`config.mk`:
```
export PLATFORM = sky130hd
export DESIGN_NAME = dma_chan_ctrl
export DESIGN_NICKNAME = d
export VERILOG_FILES = /design/src/pkg/dma_chan_pkg.sv /design/src/core/dma_chan_ctrl.sv /design/src/core/dma_chan_slot.sv
export SDC_FILE = /design/constraint.sdc
export NUM_CORES = 1
export LEC_CHECK = 0
export ABC_CLOCK_PERIOD_IN_PS = 17700
export BUFFER_PORTS_ARGS = -buffer_cell sky130_fd_sc_hd__buf_2
export CORE_MARGIN = 2
export CORE_UTILIZATION = 45
export DETAILED_ROUTE_END_ITERATION = 7
export PLACE_DENSITY = 0.7
export SYNTH_ARGS = -nofsm -noshare
export SYNTH_HDL_FRONTEND = slang
export SYNTH_HIERARCHICAL = 1
export SYNTH_SLANG_ARGS = --single-unit
```
`constraint.sdc`:
```
create_clock -name ref_clk_i -period 17.7 [get_ports ref_clk_i]
set_clock_uncertainty 0.2 [all_clocks]
set_input_delay 5.31 -clock ref_clk_i [delete_from_list [all_inputs] [get_ports ref_clk_i]]
set_output_delay 5.31 -clock ref_clk_i [all_outputs]
set_load 0.02 [all_outputs]
```
`src/pkg/dma_chan_pkg.sv`:
```
package dma_chan_pkg;
	// channel count follows the 3-bit channel number field
	localparam int unsigned CHAN_W = 3;
	localparam int unsigned NUM_CHAN = 8;
	localparam int unsigned NUM_PERIPH = 19;
	localparam int unsigned ADDR_W = 12;

	// register byte addresses
	localparam logic [11:0] ADDR_CHAN_SELECTOR = 12'h03c;
	localparam logic [11:0] ADDR_CHAN_CONTROL_A = 12'h040;
	localparam logic [11:0] ADDR_CHAN_CONTROL_B = 12'h044;

	// reset values
	localparam logic [2:0] CHAN_SELECTOR_RST = 3'h0;
	localparam logic [7:0] CHAN_CONTROL_A_RST = 8'h00;
	localparam logic [31:0] CHAN_CONTROL_B_RST = 32'h00000000;

	// chan_control_a field positions
	localparam int unsigned POS_SOFT_RESET = 0;
	localparam int unsigned POS_ENABLE = 1;

	// chan_control_b field positions
	localparam int unsigned POS_CMD = 24;
	localparam int unsigned POS_GRAN = 22;
	localparam int unsigned POS_SRC = 8;
	localparam int unsigned POS_PRIO = 5;
	localparam int unsigned POS_EVENT_OUT_ENABLE = 4;
	localparam int unsigned POS_EVENT_IN_ENABLE = 3;
	localparam int unsigned POS_EVACT = 0;

	// software commands
	localparam logic [1:0] CMD_NO_ACTION = 2'h0;
	localparam logic [1:0] CMD_SUSPEND = 2'h1;
	localparam logic [1:0] CMD_RESUME = 2'h2;

	// request granularity codes
	localparam logic [1:0] GRAN_BLOCK = 2'h0;
	localparam logic [1:0] GRAN_BEAT = 2'h2;
	localparam logic [1:0] GRAN_TRANSACTION = 2'h3;

	// peripheral request select: zero means software or event triggers only
	localparam logic [4:0] SRC_NONE = 5'h00;
	localparam logic [4:0] SRC_LAST = 5'h13;

	// event input actions
	localparam logic [2:0] EVACT_NO_ACTION = 3'h0;
	localparam logic [2:0] EVACT_TRIGGER = 3'h1;
	localparam logic [2:0] EVACT_CONDITIONAL_TRIGGER = 3'h2;
	localparam logic [2:0] EVACT_CONDITIONAL_BLOCK = 3'h3;
	localparam logic [2:0] EVACT_SUSPEND = 3'h4;
	localparam logic [2:0] EVACT_RESUME = 3'h5;
	localparam logic [2:0] EVACT_SKIP_NEXT_BLOCK_PAUSE = 3'h6;

	// channels that carry event output logic
	localparam logic [7:0] EVOUT_CAPABLE = 8'h0f;

	// soft reset duration
	localparam int unsigned CLK_PERIOD_NS = 20;
	localparam int unsigned SRST_TIME_NS = 40;
	localparam int unsigned SRST_CYCLES_RAW = (SRST_TIME_NS + CLK_PERIOD_NS - 1) / CLK_PERIOD_NS;
	localparam logic [3:0] SRST_CYCLES = (SRST_CYCLES_RAW < 1) ? 4'h1 : 4'(SRST_CYCLES_RAW);

	typedef struct packed {
		logic [1:0] cmd;
		logic [1:0] gran;
		logic [4:0] src;
		logic [1:0] prio;
		logic event_out_enable;
		logic event_in_enable;
		logic [2:0] evact;
	} chan_cfg_t;

	localparam chan_cfg_t CHAN_CFG_RST = '{default: '0};

	typedef struct packed {
		logic enable;
		logic soft_reset_busy;
	} chan_state_t;

	// pack channel configuration into the chan_control_b word, reserved bits zero
	function automatic logic [31:0] pack_control_b(input chan_cfg_t c);
		logic [31:0] w;
		w = 32'h00000000;
		w[POS_CMD +: 2] = c.cmd;
		w[POS_GRAN +: 2] = c.gran;
		w[POS_SRC +: 5] = c.src;
		w[POS_PRIO +: 2] = c.prio;
		w[POS_EVENT_OUT_ENABLE] = c.event_out_enable;
		w[POS_EVENT_IN_ENABLE] = c.event_in_enable;
		w[POS_EVACT +: 3] = c.evact;
		return w;
	endfunction : pack_control_b

	function automatic chan_cfg_t unpack_control_b(input logic [31:0] w);
		chan_cfg_t c;
		c.cmd = w[POS_CMD +: 2];
		c.gran = w[POS_GRAN +: 2];
		c.src = w[POS_SRC +: 5];
		c.prio = w[POS_PRIO +: 2];
		c.event_out_enable = w[POS_EVENT_OUT_ENABLE];
		c.event_in_enable = w[POS_EVENT_IN_ENABLE];
		c.evact = w[POS_EVACT +: 3];
		return c;
	endfunction : unpack_control_b
endpackage : dma_chan_pkg

```
`src/core/dma_chan_ctrl.sv`:
```
// The APB register port was chosen for this implementation.
`timescale 1ns/1ps
module dma_chan_ctrl (
	// clock and reset
	input wire logic ref_clk_i,
	input wire logic nrst_i,
	// apb slave
	input wire logic psel_i,
	input wire logic penable_i,
	input wire logic pwrite_i,
	input wire logic [11:0] paddr_i,
	input wire logic [31:0] pwdata_i,
	input wire logic [3:0] pstrb_i,
	output logic [31:0] prdata_o,
	output logic pready_o,
	output logic pslverr_o,
	// transfer engine status per channel
	input wire logic [7:0] xfer_active_i,
	input wire logic [7:0] burst_active_i,
	input wire logic [7:0] sw_trigger_i,
	input wire logic [7:0] evt_cond_i,
	// peripheral requests, bit n is request code n
	input wire logic [19:1] periph_req_i,
	// incoming events per channel
	input wire logic [7:0] evt_in_i,
	// channel control outputs
	output logic [7:0] chan_enable_o,
	output logic [7:0] chan_abort_o,
	output logic [7:0] chan_suspend_o,
	output logic [7:0] chan_resume_o,
	output logic [7:0][1:0] request_granularity_o,
	output logic [7:0][1:0] arb_priority_o,
	// event action outputs
	output logic [7:0] evt_trigger_o,
	output logic [7:0] evt_cond_trigger_o,
	output logic [7:0] evt_cond_block_o,
	output logic [7:0] evt_skip_pause_o,
	output logic [7:0] event_out_o,
	// arbitration result
	output logic grant_valid_o,
	output logic [2:0] grant_chan_o,
	output logic [1:0] grant_level_o
);
	localparam int unsigned N = dma_chan_pkg::NUM_CHAN;

	// selected peripheral request present for a channel
	function automatic logic periph_hit(input logic [4:0] src, input logic [19:1] req);
		logic hit;
		hit = 1'b0;
		if (src != dma_chan_pkg::SRC_NONE && src <= dma_chan_pkg::SRC_LAST)
			hit = req[src];
		return hit;
	endfunction : periph_hit

	// address decode shared by read and write paths
	function automatic logic [1:0] reg_index(input logic [11:0] a);
		logic [1:0] idx;
		case (a)
			dma_chan_pkg::ADDR_CHAN_SELECTOR: idx = 2'h1;
			dma_chan_pkg::ADDR_CHAN_CONTROL_A: idx = 2'h2;
			dma_chan_pkg::ADDR_CHAN_CONTROL_B: idx = 2'h3;
			default: idx = 2'h0;
		endcase
		return idx;
	endfunction : reg_index

	logic [2:0] sel_ff, nxt_sel;
	logic [31:0] rdata_ff, nxt_rdata;
	logic [1:0] idx;
	logic wr_access;
	logic [N-1:0] wr_a;
	logic [N-1:0] wr_b;
	dma_chan_pkg::chan_cfg_t wr_cfg;
	dma_chan_pkg::chan_state_t st [N];
	dma_chan_pkg::chan_cfg_t cfg [N];
	logic [N-1:0] abort;
	logic [N-1:0] sw_susp;
	logic [N-1:0] sw_res;

	// bus decode; zero wait states so every access finishes in two cycles
	assign idx = reg_index(paddr_i);
	assign pready_o = 1'b1;
	assign pslverr_o = psel_i && penable_i && (idx == 2'h0);
	assign wr_access = psel_i && penable_i && pwrite_i && (idx != 2'h0);
	assign prdata_o = rdata_ff;

	// a byte-strobed write of the low byte carries the whole selector
	always_comb
	begin
		nxt_sel = sel_ff;
		if (wr_access && idx == 2'h1 && pstrb_i[0])
			nxt_sel = pwdata_i[2:0];
	end

	always_ff @(posedge ref_clk_i or negedge nrst_i)
	begin
		if (!nrst_i)
			sel_ff <= dma_chan_pkg::CHAN_SELECTOR_RST;
		else
			sel_ff <= nxt_sel;
	end

	// write strobes reach only the channel held in the selector
	always_comb
	begin
		wr_a = '0;
		wr_b = '0;
		if (wr_access && idx == 2'h2 && pstrb_i[0])
			wr_a[sel_ff] = 1'b1;
		if (wr_access && idx == 2'h3)
			wr_b[sel_ff] = 1'b1;
	end

	// unstrobed lanes keep the channel's current field values
	always_comb
	begin
		logic [31:0] merged;
		merged = dma_chan_pkg::pack_control_b(cfg[sel_ff]);
		for (int b = 0; b < 4; b++)
		begin
			if (pstrb_i[b])
				merged[b*8 +: 8] = pwdata_i[b*8 +: 8];
		end
		wr_cfg = dma_chan_pkg::unpack_control_b(merged);
	end

	// one private slot per channel
	for (genvar c = 0; c < N; c++)
	begin : g_slot
		dma_chan_slot u_slot (
			.ref_clk_i(ref_clk_i),
			.nrst_i(nrst_i),
			.wr_a_i(wr_a[c]),
			.wr_enable_i(pwdata_i[dma_chan_pkg::POS_ENABLE]),
			.wr_soft_reset_i(pwdata_i[dma_chan_pkg::POS_SOFT_RESET]),
			.wr_b_i(wr_b[c]),
			.wr_cfg_i(wr_cfg),
			.xfer_active_i(xfer_active_i[c]),
			.burst_active_i(burst_active_i[c]),
			.state_o(st[c]),
			.cfg_o(cfg[c]),
			.abort_o(abort[c]),
			.sw_suspend_o(sw_susp[c]),
			.sw_resume_o(sw_res[c])
		);
	end

	// read data captured in the setup cycle, reserved bits zero
	always_comb
	begin
		nxt_rdata = rdata_ff;
		if (psel_i && !penable_i && !pwrite_i)
		begin
			nxt_rdata = 32'h00000000;
			case (idx)
				2'h1: nxt_rdata[2:0] = sel_ff;
				2'h2:
				begin
					nxt_rdata[dma_chan_pkg::POS_ENABLE] = st[sel_ff].enable;
					nxt_rdata[dma_chan_pkg::POS_SOFT_RESET] = st[sel_ff].soft_reset_busy;
				end
				2'h3: nxt_rdata = dma_chan_pkg::pack_control_b(cfg[sel_ff]);
				default: nxt_rdata = 32'h00000000;
			endcase
		end
	end

	always_ff @(posedge ref_clk_i or negedge nrst_i)
	begin
		if (!nrst_i)
			rdata_ff <= 32'h00000000;
		else
			rdata_ff <= nxt_rdata;
	end

	// event input decode and event output, one cycle behind their cause
	logic [N-1:0] ev_trig_ff, nxt_ev_trig;
	logic [N-1:0] ev_conditional_trigger_ff, nxt_ev_conditional_trigger;
	logic [N-1:0] ev_cblk_ff, nxt_ev_cblk;
	logic [N-1:0] ev_skip_ff, nxt_ev_skip;
	logic [N-1:0] susp_ff, nxt_susp;
	logic [N-1:0] res_ff, nxt_res;
	logic [N-1:0] evout_ff, nxt_evout;
	logic [N-1:0] abort_ff, nxt_abort;

	always_comb
	begin
		for (int c = 0; c < N; c++)
		begin
			nxt_ev_trig[c] = 1'b0;
			nxt_ev_conditional_trigger[c] = 1'b0;
			nxt_ev_cblk[c] = 1'b0;
			nxt_ev_skip[c] = 1'b0;
			nxt_susp[c] = sw_susp[c];
			nxt_res[c] = sw_res[c];
			nxt_abort[c] = abort[c];
			// events are dropped unless the channel accepts them
			if (evt_in_i[c] && cfg[c].event_in_enable)
			begin
				case (cfg[c].evact)
					dma_chan_pkg::EVACT_TRIGGER: nxt_ev_trig[c] = 1'b1;
					dma_chan_pkg::EVACT_CONDITIONAL_TRIGGER: nxt_ev_conditional_trigger[c] = 1'b1;
					dma_chan_pkg::EVACT_CONDITIONAL_BLOCK: nxt_ev_cblk[c] = 1'b1;
					dma_chan_pkg::EVACT_SUSPEND: nxt_susp[c] = 1'b1;
					dma_chan_pkg::EVACT_RESUME: nxt_res[c] = 1'b1;
					dma_chan_pkg::EVACT_SKIP_NEXT_BLOCK_PAUSE: nxt_ev_skip[c] = 1'b1;
					default: nxt_ev_trig[c] = 1'b0;
				endcase
			end
			// non-capable channels keep the bit but it drives nothing
			nxt_evout[c] = evt_cond_i[c] && cfg[c].event_out_enable && dma_chan_pkg::EVOUT_CAPABLE[c];
		end
	end

	always_ff @(posedge ref_clk_i or negedge nrst_i)
	begin
		if (!nrst_i)
		begin
			ev_trig_ff <= '0;
			ev_conditional_trigger_ff <= '0;
			ev_cblk_ff <= '0;
			ev_skip_ff <= '0;
			susp_ff <= '0;
			res_ff <= '0;
			evout_ff <= '0;
			abort_ff <= '0;
		end
		else
		begin
			ev_trig_ff <= nxt_ev_trig;
			ev_conditional_trigger_ff <= nxt_ev_conditional_trigger;
			ev_cblk_ff <= nxt_ev_cblk;
			ev_skip_ff <= nxt_ev_skip;
			susp_ff <= nxt_susp;
			res_ff <= nxt_res;
			evout_ff <= nxt_evout;
			abort_ff <= nxt_abort;
		end
	end

	// arbitration: highest level first, lowest channel number breaks ties
	logic grant_valid_ff, nxt_grant_valid;
	logic [2:0] grant_chan_ff, nxt_grant_chan;
	logic [1:0] grant_level_ff, nxt_grant_level;

	always_comb
	begin
		logic req;
		req = 1'b0;
		nxt_grant_valid = 1'b0;
		nxt_grant_chan = 3'h0;
		nxt_grant_level = 2'h0;
		for (int c = 0; c < N; c++)
		begin
			req = st[c].enable && (sw_trigger_i[c] || periph_hit(cfg[c].src, periph_req_i));
			// strict greater keeps the lower index on equal level
			if (req && (!nxt_grant_valid || cfg[c].prio > nxt_grant_level))
			begin
				nxt_grant_valid = 1'b1;
				nxt_grant_chan = 3'(c);
				nxt_grant_level = cfg[c].prio;
			end
		end
	end

	always_ff @(posedge ref_clk_i or negedge nrst_i)
	begin
		if (!nrst_i)
		begin
			grant_valid_ff <= 1'b0;
			grant_chan_ff <= 3'h0;
			grant_level_ff <= 2'h0;
		end
		else
		begin
			grant_valid_ff <= nxt_grant_valid;
			grant_chan_ff <= nxt_grant_chan;
			grant_level_ff <= nxt_grant_level;
		end
	end

	// per-channel field outputs straight from the slot registers
	always_comb
	begin
		for (int c = 0; c < N; c++)
		begin
			chan_enable_o[c] = st[c].enable;
			request_granularity_o[c] = cfg[c].gran;
			arb_priority_o[c] = cfg[c].prio;
		end
	end

	assign chan_abort_o = abort_ff;
	assign chan_suspend_o = susp_ff;
	assign chan_resume_o = res_ff;
	assign evt_trigger_o = ev_trig_ff;
	assign evt_cond_trigger_o = ev_conditional_trigger_ff;
	assign evt_cond_block_o = ev_cblk_ff;
	assign evt_skip_pause_o = ev_skip_ff;
	assign event_out_o = evout_ff;
	assign grant_valid_o = grant_valid_ff;
	assign grant_chan_o = grant_chan_ff;
	assign grant_level_o = grant_level_ff;
endmodule : dma_chan_ctrl

```
`src/core/dma_chan_slot.sv`:
```
`timescale 1ns/1ps
// one channel's private control state
module dma_chan_slot (
	// clock and reset
	input wire logic ref_clk_i,
	input wire logic nrst_i,
	// register writes already routed to this channel
	input wire logic wr_a_i,
	input wire logic wr_enable_i,
	input wire logic wr_soft_reset_i,
	input wire logic wr_b_i,
	input wire dma_chan_pkg::chan_cfg_t wr_cfg_i,
	// transfer engine status
	input wire logic xfer_active_i,
	input wire logic burst_active_i,
	// state
	output dma_chan_pkg::chan_state_t state_o,
	output dma_chan_pkg::chan_cfg_t cfg_o,
	output logic abort_o,
	output logic sw_suspend_o,
	output logic sw_resume_o
);
	typedef enum logic [1:0] {ST_OFF, ST_ON, ST_STOPPING, ST_RESETTING} slot_st_t;

	slot_st_t st_ff, nxt_st;
	dma_chan_pkg::chan_cfg_t cfg_ff, nxt_cfg;
	logic [3:0] cnt_ff, nxt_cnt;
	logic abort_ff, nxt_abort;
	logic susp_ff, nxt_susp;
	logic res_ff, nxt_res;
	logic en;

	// enable reads one until a pending stop has drained
	assign en = (st_ff == ST_ON) || (st_ff == ST_STOPPING);
	assign state_o.enable = en;
	assign state_o.soft_reset_busy = (st_ff == ST_RESETTING);
	assign cfg_o = cfg_ff;
	assign abort_o = abort_ff;
	assign sw_suspend_o = susp_ff;
	assign sw_resume_o = res_ff;

	// channel state and configuration next values
	always_comb
	begin
		nxt_st = st_ff;
		nxt_cfg = cfg_ff;
		nxt_cnt = cnt_ff;
		nxt_abort = 1'b0;
		nxt_susp = 1'b0;
		nxt_res = 1'b0;
		case (st_ff)
			ST_OFF:
			begin
				if (wr_a_i && wr_soft_reset_i)
				begin
					// soft reset only accepted while disabled
					nxt_st = ST_RESETTING;
					nxt_cfg = dma_chan_pkg::CHAN_CFG_RST;
					nxt_cnt = dma_chan_pkg::SRST_CYCLES;
				end
				else if (wr_a_i && wr_enable_i)
					nxt_st = ST_ON;
			end
			ST_ON:
			begin
				// soft reset writes fall through unused here
				if (wr_a_i && !wr_enable_i)
				begin
					if (xfer_active_i)
						nxt_st = ST_STOPPING;
					else
						nxt_st = ST_OFF;
				end
			end
			ST_STOPPING:
			begin
				if (wr_a_i && wr_enable_i)
					nxt_st = ST_ON;
				else if (!burst_active_i)
				begin
					// buffer counts as empty once the running burst ends
					nxt_st = ST_OFF;
					nxt_abort = 1'b1;
				end
			end
			ST_RESETTING:
			begin
				nxt_cfg = dma_chan_pkg::CHAN_CFG_RST;
				nxt_cnt = cnt_ff - 4'h1;
				if (cnt_ff == 4'h1)
					nxt_st = ST_OFF;
			end
			default:
				nxt_st = ST_OFF;
		endcase
		// config writes; enable protection spares command and level only
		if (wr_b_i && st_ff != ST_RESETTING)
		begin
			nxt_cfg.cmd = wr_cfg_i.cmd;
			nxt_cfg.prio = wr_cfg_i.prio;
			if (!en)
			begin
				nxt_cfg.gran = wr_cfg_i.gran;
				nxt_cfg.src = wr_cfg_i.src;
				nxt_cfg.event_out_enable = wr_cfg_i.event_out_enable;
				nxt_cfg.event_in_enable = wr_cfg_i.event_in_enable;
				nxt_cfg.evact = wr_cfg_i.evact;
			end
			nxt_susp = (wr_cfg_i.cmd == dma_chan_pkg::CMD_SUSPEND);
			nxt_res = (wr_cfg_i.cmd == dma_chan_pkg::CMD_RESUME);
		end
	end

	always_ff @(posedge ref_clk_i or negedge nrst_i)
	begin
		if (!nrst_i)
		begin
			st_ff <= ST_OFF;
			cfg_ff <= dma_chan_pkg::CHAN_CFG_RST;
			cnt_ff <= 4'h0;
			abort_ff <= 1'b0;
			susp_ff <= 1'b0;
			res_ff <= 1'b0;
		end
		else
		begin
			st_ff <= nxt_st;
			cfg_ff <= nxt_cfg;
			cnt_ff <= nxt_cnt;
			abort_ff <= nxt_abort;
			susp_ff <= nxt_susp;
			res_ff <= nxt_res;
		end
	end
endmodule : dma_chan_slot

```
==> flow_summary.json, run 1 <==
{
  "status": "finished clean",
  "clock-root-buffer": "clkbuf_16",
  "max_stage_delay_ps": 640,
  "synth_ff_type": "dfrtp_1",
  "ant_nets": 0,
  "min_path_type": "reg2reg",
  "postSynth.asyncResetShare_pct": 100,
  "grt_start_max_net_pins": 94,
  "fin_cells": 2180,
  "rows": 69,
  "hold_path_end": "chan_abort_o[4]$_DFF_PN0_",
  "nets": 1870,
  "r2r_cells": 47,
  "path_clk_slew_ps": 50,
  "finalSetupViolCount": 0,
  "cts_buffers": 35,
  "relSlewSlack_pct": 15.8,
  "grt.overflow.total": 0,
  "dp_hpwl_um": 35900,
  "synth_compound_area_share_pct": 20.2,
  "reg2reg_from": "g_slot[0].u_slot/st_ff[1]$_DFFE_PN0P_",
  "die_area_um2": 37100,
  "finalPower_mw": 1.90,
  "avgSynthCellArea_um2": 10.6,
  "worst_pin_slew_ps": 1260,
  "synthSimpleGateAreaFrac_pct": 16.7,
  "syn-cell-area_um2": 16000,
  "core_area_um2": 35300,
  "timing.rr.end": "grant_chan_o[2]$_DFF_PN0_",
  "synth_top_family_by_area": "compound AO/OA/AOI/OAI gates",
  "max_cap_viol_count": 0,
  "max_freq_mhz": 63.4,
  "die_width_um": 193,
  "worst_slack_ps": 1920,
  "grt_pass1_vias": 12817,
  "start_util_pct": 45.4,
  "place_ws_ps": 1560,
  "cts_resized": 0,
  "wirelength_um": 49800,
  "min_from": "g_slot[4].u_slot/abort_o$_DFF_PN0_",
  "r2r_slack_ps": 6060,
  "grt_pass1_wl_um": 75000,
  "netlist_instances": 1518,
  "hold_viol": 0,
  "io_buffer_count": 214,
  "slew_violations": 0,
  "via_per_inst": 6.17,
  "crit_required_ps": 17870,
  "grt_use_total_pct": 26.6,
  "synth_seq_area_share_pct": 44.5,
  "ys_ff_latch": 285,
  "synth_edf_count": 0,
  "path_common_cell": "a21oi_1",
  "final_cell_area_um2": 18300,
  "setup.worst_path.class": "in2reg",
  "cp-end-kind": "flop",
  "drtIter0Drc": 1221,
  "vias": 13455,
  "gp_congestion": 0.942,
  "final_layout_size_suffix_gt1_share_pct": 22.4,
  "fin_setup_tns_ps": 0,
  "startpoint_type": "input pin",
  "fp.dieH_um": 193,
  "synth_xor_area_share_pct": 0.273,
  "post-route-util_pct": 51.9,
  "critical-path-slowest-cell": "o41ai_4",
  "worstSkewPairLatency_ps": 520,
  "rsz0062_at_grt": "no",
  "period_share_pct": 89.2,
  "antenna_found_initial": 0,
  "synthAdderAreaFrac_pct": 4.84,
  "htree_levels": 2,
  "ctsLongestPathBuffers": 3,
  "placed_area_um2": 17200,
  "post_cts_buffers": 0,
  "dr.pass1.iters": 6,
  "postCtsHoldBufs": 0,
  "clkSinkCount": 285,
  "power_density_nw_per_um2": 104,
  "place_inst": 2120,
  "crit_start": "periph_req_i[6]",
  "ys_warn_count": 6,
  "tritoncts": "built",
  "ir_drop_uv": 71.3,
  "leakagePower_nw": 8.58,
  "period_needed_ps": 15780,
  "drc": 0,
  "path_max_fanout": 9,
  "synth_cell_type_count": 83,
  "holdWs_ps": 148,
  "synthMuxAreaShare_pct": 7.79,
  "worstPathArrival_ps": 15960,
  "io_pins": 256,
  "syn_to_final_growth_pct": 14.4,
  "routedWlPerCell_um": 22.9,
  "min_path_cells": 0
}
area by class of cell:
cell class	instances	area [µm²]
Antenna cell	1	2.50
Fill cell	3109	17000
Sequential cell	285	7130
Multi-Input combinational cell	1092	8070
Clock buffer	45	973
Timing Repair Buffer	224	1160
Tap cell	461	577
Inverter	58	218
Clock inverter	14	191
Yosys cell counts (4+ instances only):
cell | count | area [µm²]
dfrtp_1 | 285 | 7130
nand2_1 | 164 | 616
a22o_1 | 115 | 1010
nor2_1 | 84 | 315
ha_1 | 62 | 776
inv_1 | 58 | 218
nand3_1 | 57 | 285
a22oi_1 | 48 | 360
o21ai_0 | 48 | 240
buf_4 | 37 | 278
nand2b_1 | 33 | 206
mux2i_1 | 31 | 310
clkbuf_1 | 28 | 105
nor2b_1 | 28 | 175
a21oi_1 | 27 | 135
nor3b_1 | 26 | 195
mux2_2 | 22 | 248
mux4_2 | 22 | 495
o22ai_1 | 21 | 131
buf_2 | 19 | 95.1
nand3b_1 | 19 | 143
a31oi_1 | 18 | 113
o31ai_1 | 18 | 135
buf_6 | 17 | 191
o21bai_1 | 17 | 128
nand4_1 | 16 | 100
nor3_1 | 14 | 70.1
or4_1 | 13 | 97.6
a221oi_1 | 12 | 105
a221o_1 | 9 | 90.1
and2_1 | 9 | 56.3
a211oi_1 | 8 | 60.1
nand2b_4 | 8 | 110
o21a_1 | 8 | 60.1
mux2_4 | 6 | 90.1
o21ai_2 | 6 | 52.6
a31o_4 | 5 | 87.6
a32oi_1 | 5 | 43.8
nor4_1 | 5 | 31.3
o21ai_1 | 5 | 25.0
o221a_2 | 5 | 56.3
xnor2_1 | 5 | 43.8
mux4_1 | 4 | 105
worst max-delay path, delay by kind of cell:
family	cells	cell delay, ps
fa+ha+maj	7	2080
buf+inv	1	200
mux	1	260
compound gates	28	6470
simple gates	11	1640
layer usage:
layer  vias to the layer above  track usage, %  wire length (µm)
li1                       5961               -                 -
met1                      6616            36.6             20500
met2                       739            40.7             22200
met3                       139            5.20              4860
met4                         0            11.9              2270
met5                         -               0                 0
cells in the final DEF (no fill, tap or decap), types with 8 or more instances in the layout:
master and instances:
nor2_1 84, conb_1 21, a221o_1 9, ha_1 62
nand3b_1 19, inv_1 58, nand4_1 16, nor3b_1 25
a21oi_1 27, buf_2 213, nand3_1 57, dfrtp_1 285
mux2i_1 31, mux4_2 22, a22oi_1 48, o21bai_1 17
o31ai_1 18, o21a_1 8, a221oi_1 12, a211oi_1 8
nand2b_4 8, nor3_1 14, a31oi_1 18, mux2_2 22
nor2b_1 28, or4_1 13, clkbuf_16 35, nand2b_1 33
and2_1 9, buf_4 10, o22ai_1 21, o21ai_0 48
a22o_1 115, nand2_1 164
cells by family after synthesis:
logic type      count (synthesis)
other cells                     2
fa+ha+maj                      62
simple gates                  508
flops                         285
mux                            85
xor+xnor                        5
buf+inv                       160
compound gates                411
where the power goes:
part           leakage, nW  switching [mW]  internal [mW]
combinational         4.09           0.310          0.163
clock                0.573           0.283          0.447
sequential            3.92          0.0190          0.679
total                 8.58           0.612           1.29
worst max path at each step:
stage	endpoint	slack, ps	cells after the start
2_1_floorplan	grant_chan_o[2]$_DFF_PN0_	3050	46
5_1_grt	grant_chan_o[2]$_DFF_PN0_	970	50
3_3_place_gp	grant_chan_o[2]$_DFF_PN0_	1810	48
3_5_place_dp	grant_chan_o[2]$_DFF_PN0_	1560	48
4_1_cts	grant_chan_o[2]$_DFF_PN0_	2060	48
6_report	grant_chan_o[2]$_DFF_PN0_	1920	48
registers in the layout (all words and copies together), names as in the netlist, 16 cells and up:
signal,cells
g_slot.u_slot/st_ff,16
prdata_o,16
g_slot.u_slot/cfg_o,128
g_slot.u_slot/cnt_ff,32
Power figures use the tool's default switching activity.
==> run 2: changes to the inputs <==
--- a/config.mk
+++ b/config.mk
@@ -6,11 +6,13 @@
 export NUM_CORES = 1
 export LEC_CHECK = 0
 export ABC_CLOCK_PERIOD_IN_PS = 17700
-export BUFFER_PORTS_ARGS = -buffer_cell sky130_fd_sc_hd__buf_2
 export CORE_MARGIN = 2
 export CORE_UTILIZATION = 45
+export CTS_BUF_LIST = sky130_fd_sc_hd__clkbuf_8
 export DETAILED_ROUTE_END_ITERATION = 7
-export PLACE_DENSITY = 0.7
+export DONT_BUFFER_PORTS = 1
+export MAX_ROUTING_LAYER = met4
+export PLACE_DENSITY = 0.64
 export SYNTH_ARGS = -nofsm -noshare
 export SYNTH_HDL_FRONTEND = slang
 export SYNTH_HIERARCHICAL = 1
==> run 2 against run 1 <==
Sequential share of layout area is 2.6 points higher. Fmax is 2.0% higher. Power is 7.0% lower. Combinational power is 12% lower. Die area stayed put. Final cell count is 8.4% lower. Sequential cell count stayed put. Non-clock buffer count is 214 lower. Global-route usage is 1.1 points higher. Largest cell class unchanged.
==> flow_summary.json, run 2 (same netlist as run 1, synthesis figures left out) <==
{
  "power.share.sequential_pct": 40.1,
  "setup.worst_path.class": "in2reg",
  "grt.overflow.total": 0,
  "critical-path-slowest-cell": "o41ai_4",
  "io_pins": 256,
  "hold_viol": 0,
  "relSlewSlack_pct": 14.6,
  "largest_register_ffs": 128,
  "grt_start_max_net_pins": 286,
  "grt_use_total_pct": 27.8,
  "rows": 69,
  "syn_to_final_growth_pct": 7.09,
  "period_share_pct": 87.5,
  "max_freq_mhz": 64.6,
  "wirelength_um": 50600,
  "switching_share_pct": 32.9,
  "start_util_pct": 45.4,
  "fp.dieH_um": 193,
  "holdWs_ps": 147,
  "ant_nets": 0,
  "startpoint_type": "input pin",
  "fin_setup_tns_ps": 0,
  "period_needed_ps": 15480,
  "routedWlPerCell_um": 25.4,
  "ctsLongestPathBuffers": 3,
  "core_area_um2": 35300,
  "min_path_type": "reg2reg",
  "clock-root-buffer": "clkbuf_8",
  "antenna_found_initial": 2,
  "post-route-util_pct": 48.6,
  "cts_resized": 0,
  "grt_pass1_vias": 12039,
  "io_buffer_count": 0,
  "slew_violations": 0,
  "clkSinkCount": 285,
  "gp_congestion": 0.953,
  "final_layout_size_suffix_gt1_share_pct": 12.6,
  "path_clk_slew_ps": 60,
  "crit_start": "periph_req_i[7]",
  "worstSkewPairLatency_ps": 630,
  "crit_required_ps": 17990,
  "die_area_um2": 37100,
  "status": "finished clean",
  "htree_levels": 2,
  "drtIter0Drc": 1434,
  "p_sw_uw": 583,
  "clockPowerShare_pct": 36.3,
  "die_width_um": 193,
  "finalSetupViolCount": 0,
  "final_cell_mix": "dfrtp_1, nand2_1, a22o_1",
  "max_cap_viol_count": 0,
  "rsz0062_at_grt": "no",
  "reg2reg_from": "g_slot[0].u_slot/st_ff[1]$_DFFE_PN0P_",
  "power_density_nw_per_um2": 103,
  "dp_hpwl_um": 35400,
  "leakagePower_nw": 7.57,
  "worstPathArrival_ps": 15770,
  "dr.pass1.iters": 5,
  "tritoncts": "built",
  "via_per_inst": 6.41,
  "max_stage_delay_ps": 640,
  "combPwrFrac_pct": 23.6,
  "post_cts_buffers": 0,
  "final_common_cell": "dfrtp_1",
  "place_ws_ps": 1760,
  "vias": 12794,
  "cts_buffers": 50,
  "ir_drop_uv": 96.2,
  "grt_pass1_wl_um": 74800,
  "postCtsHoldBufs": 0,
  "path_common_cell": "a21oi_1",
  "cp-end-kind": "flop",
  "internal_power_mw": 1.19,
  "path_max_fanout": 9,
  "worst_slack_ps": 2220,
  "min_from": "g_slot[4].u_slot/abort_o$_DFF_PN0_",
  "worst_pin_slew_ps": 1280,
  "drc": 0,
  "nets": 1671
}
[run 2: area by class of cell]
type	instances	area, µm²
multi-input combinational	1092	8080
antenna	3	7.51
clock inverter	18	101
clock buffer	70	963
timing repair buffer	10	75.1
sequential	285	7130
inverter	58	218
tap	461	577
fill	3191	18200
[run 2: final timing paths]
path	endpoint	slack, ps	depth (start not counted)
setup / recovery	grant_chan_o[2]$_DFF_PN0_	2220	47
hold / removal	chan_abort_o[4]$_DFF_PN0_	150	0
setup reg to reg	grant_chan_o[2]$_DFF_PN0_	5870	47
hold reg to reg	chan_abort_o[4]$_DFF_PN0_	150	0
max in group asynchronous	g_slot[4].u_slot/st_ff[0]$_DFFE_PN0P_	12580	0
min in group asynchronous	chan_suspend_o[7]$_DFF_PN0_	4190	0
[run 2: per-stage QoR]
step | cells | total power, mW | area, µm²
finish | 1997 | 1.77 | 17200
floorplan | 1537 | 1.04 | 16100
detailed placement | 1906 | 1.13 | 16100
global placement | 1906 | 1.12 | 16100
global route | 1996 | 1.84 | 17200
CTS | 1994 | 1.77 | 17100
[run 2: per-layer routing]
metal / GRT usage [%] / up-vias / routed length (µm)
li1: - / 5561 / -
met1: 36.0 / 6346 / 20200
met2: 40.9 / 738 / 22400
met3: 7.38 / 149 / 5830
met4: 12.0 / 0 / 2240
met5: - / - / 0
[run 2: power groups by stage]
stage / combinational (mW) / sequential (mW) / clock (mW)
3_5_place_dp: 0.406 / 0.721 / 0
2_1_floorplan: 0.326 / 0.715 / 0
4_1_cts: 0.408 / 0.710 / 0.654
3_3_place_gp: 0.397 / 0.719 / 0
6_report: 0.417 / 0.710 / 0.642
5_1_grt: 0.445 / 0.713 / 0.684
[run 2: critical path, delay by kind of cell]
kind	cells	cell delay (ps)
compound gates	28	6540
simple gates	11	1640
mux	1	210
fa+ha+maj	7	2060
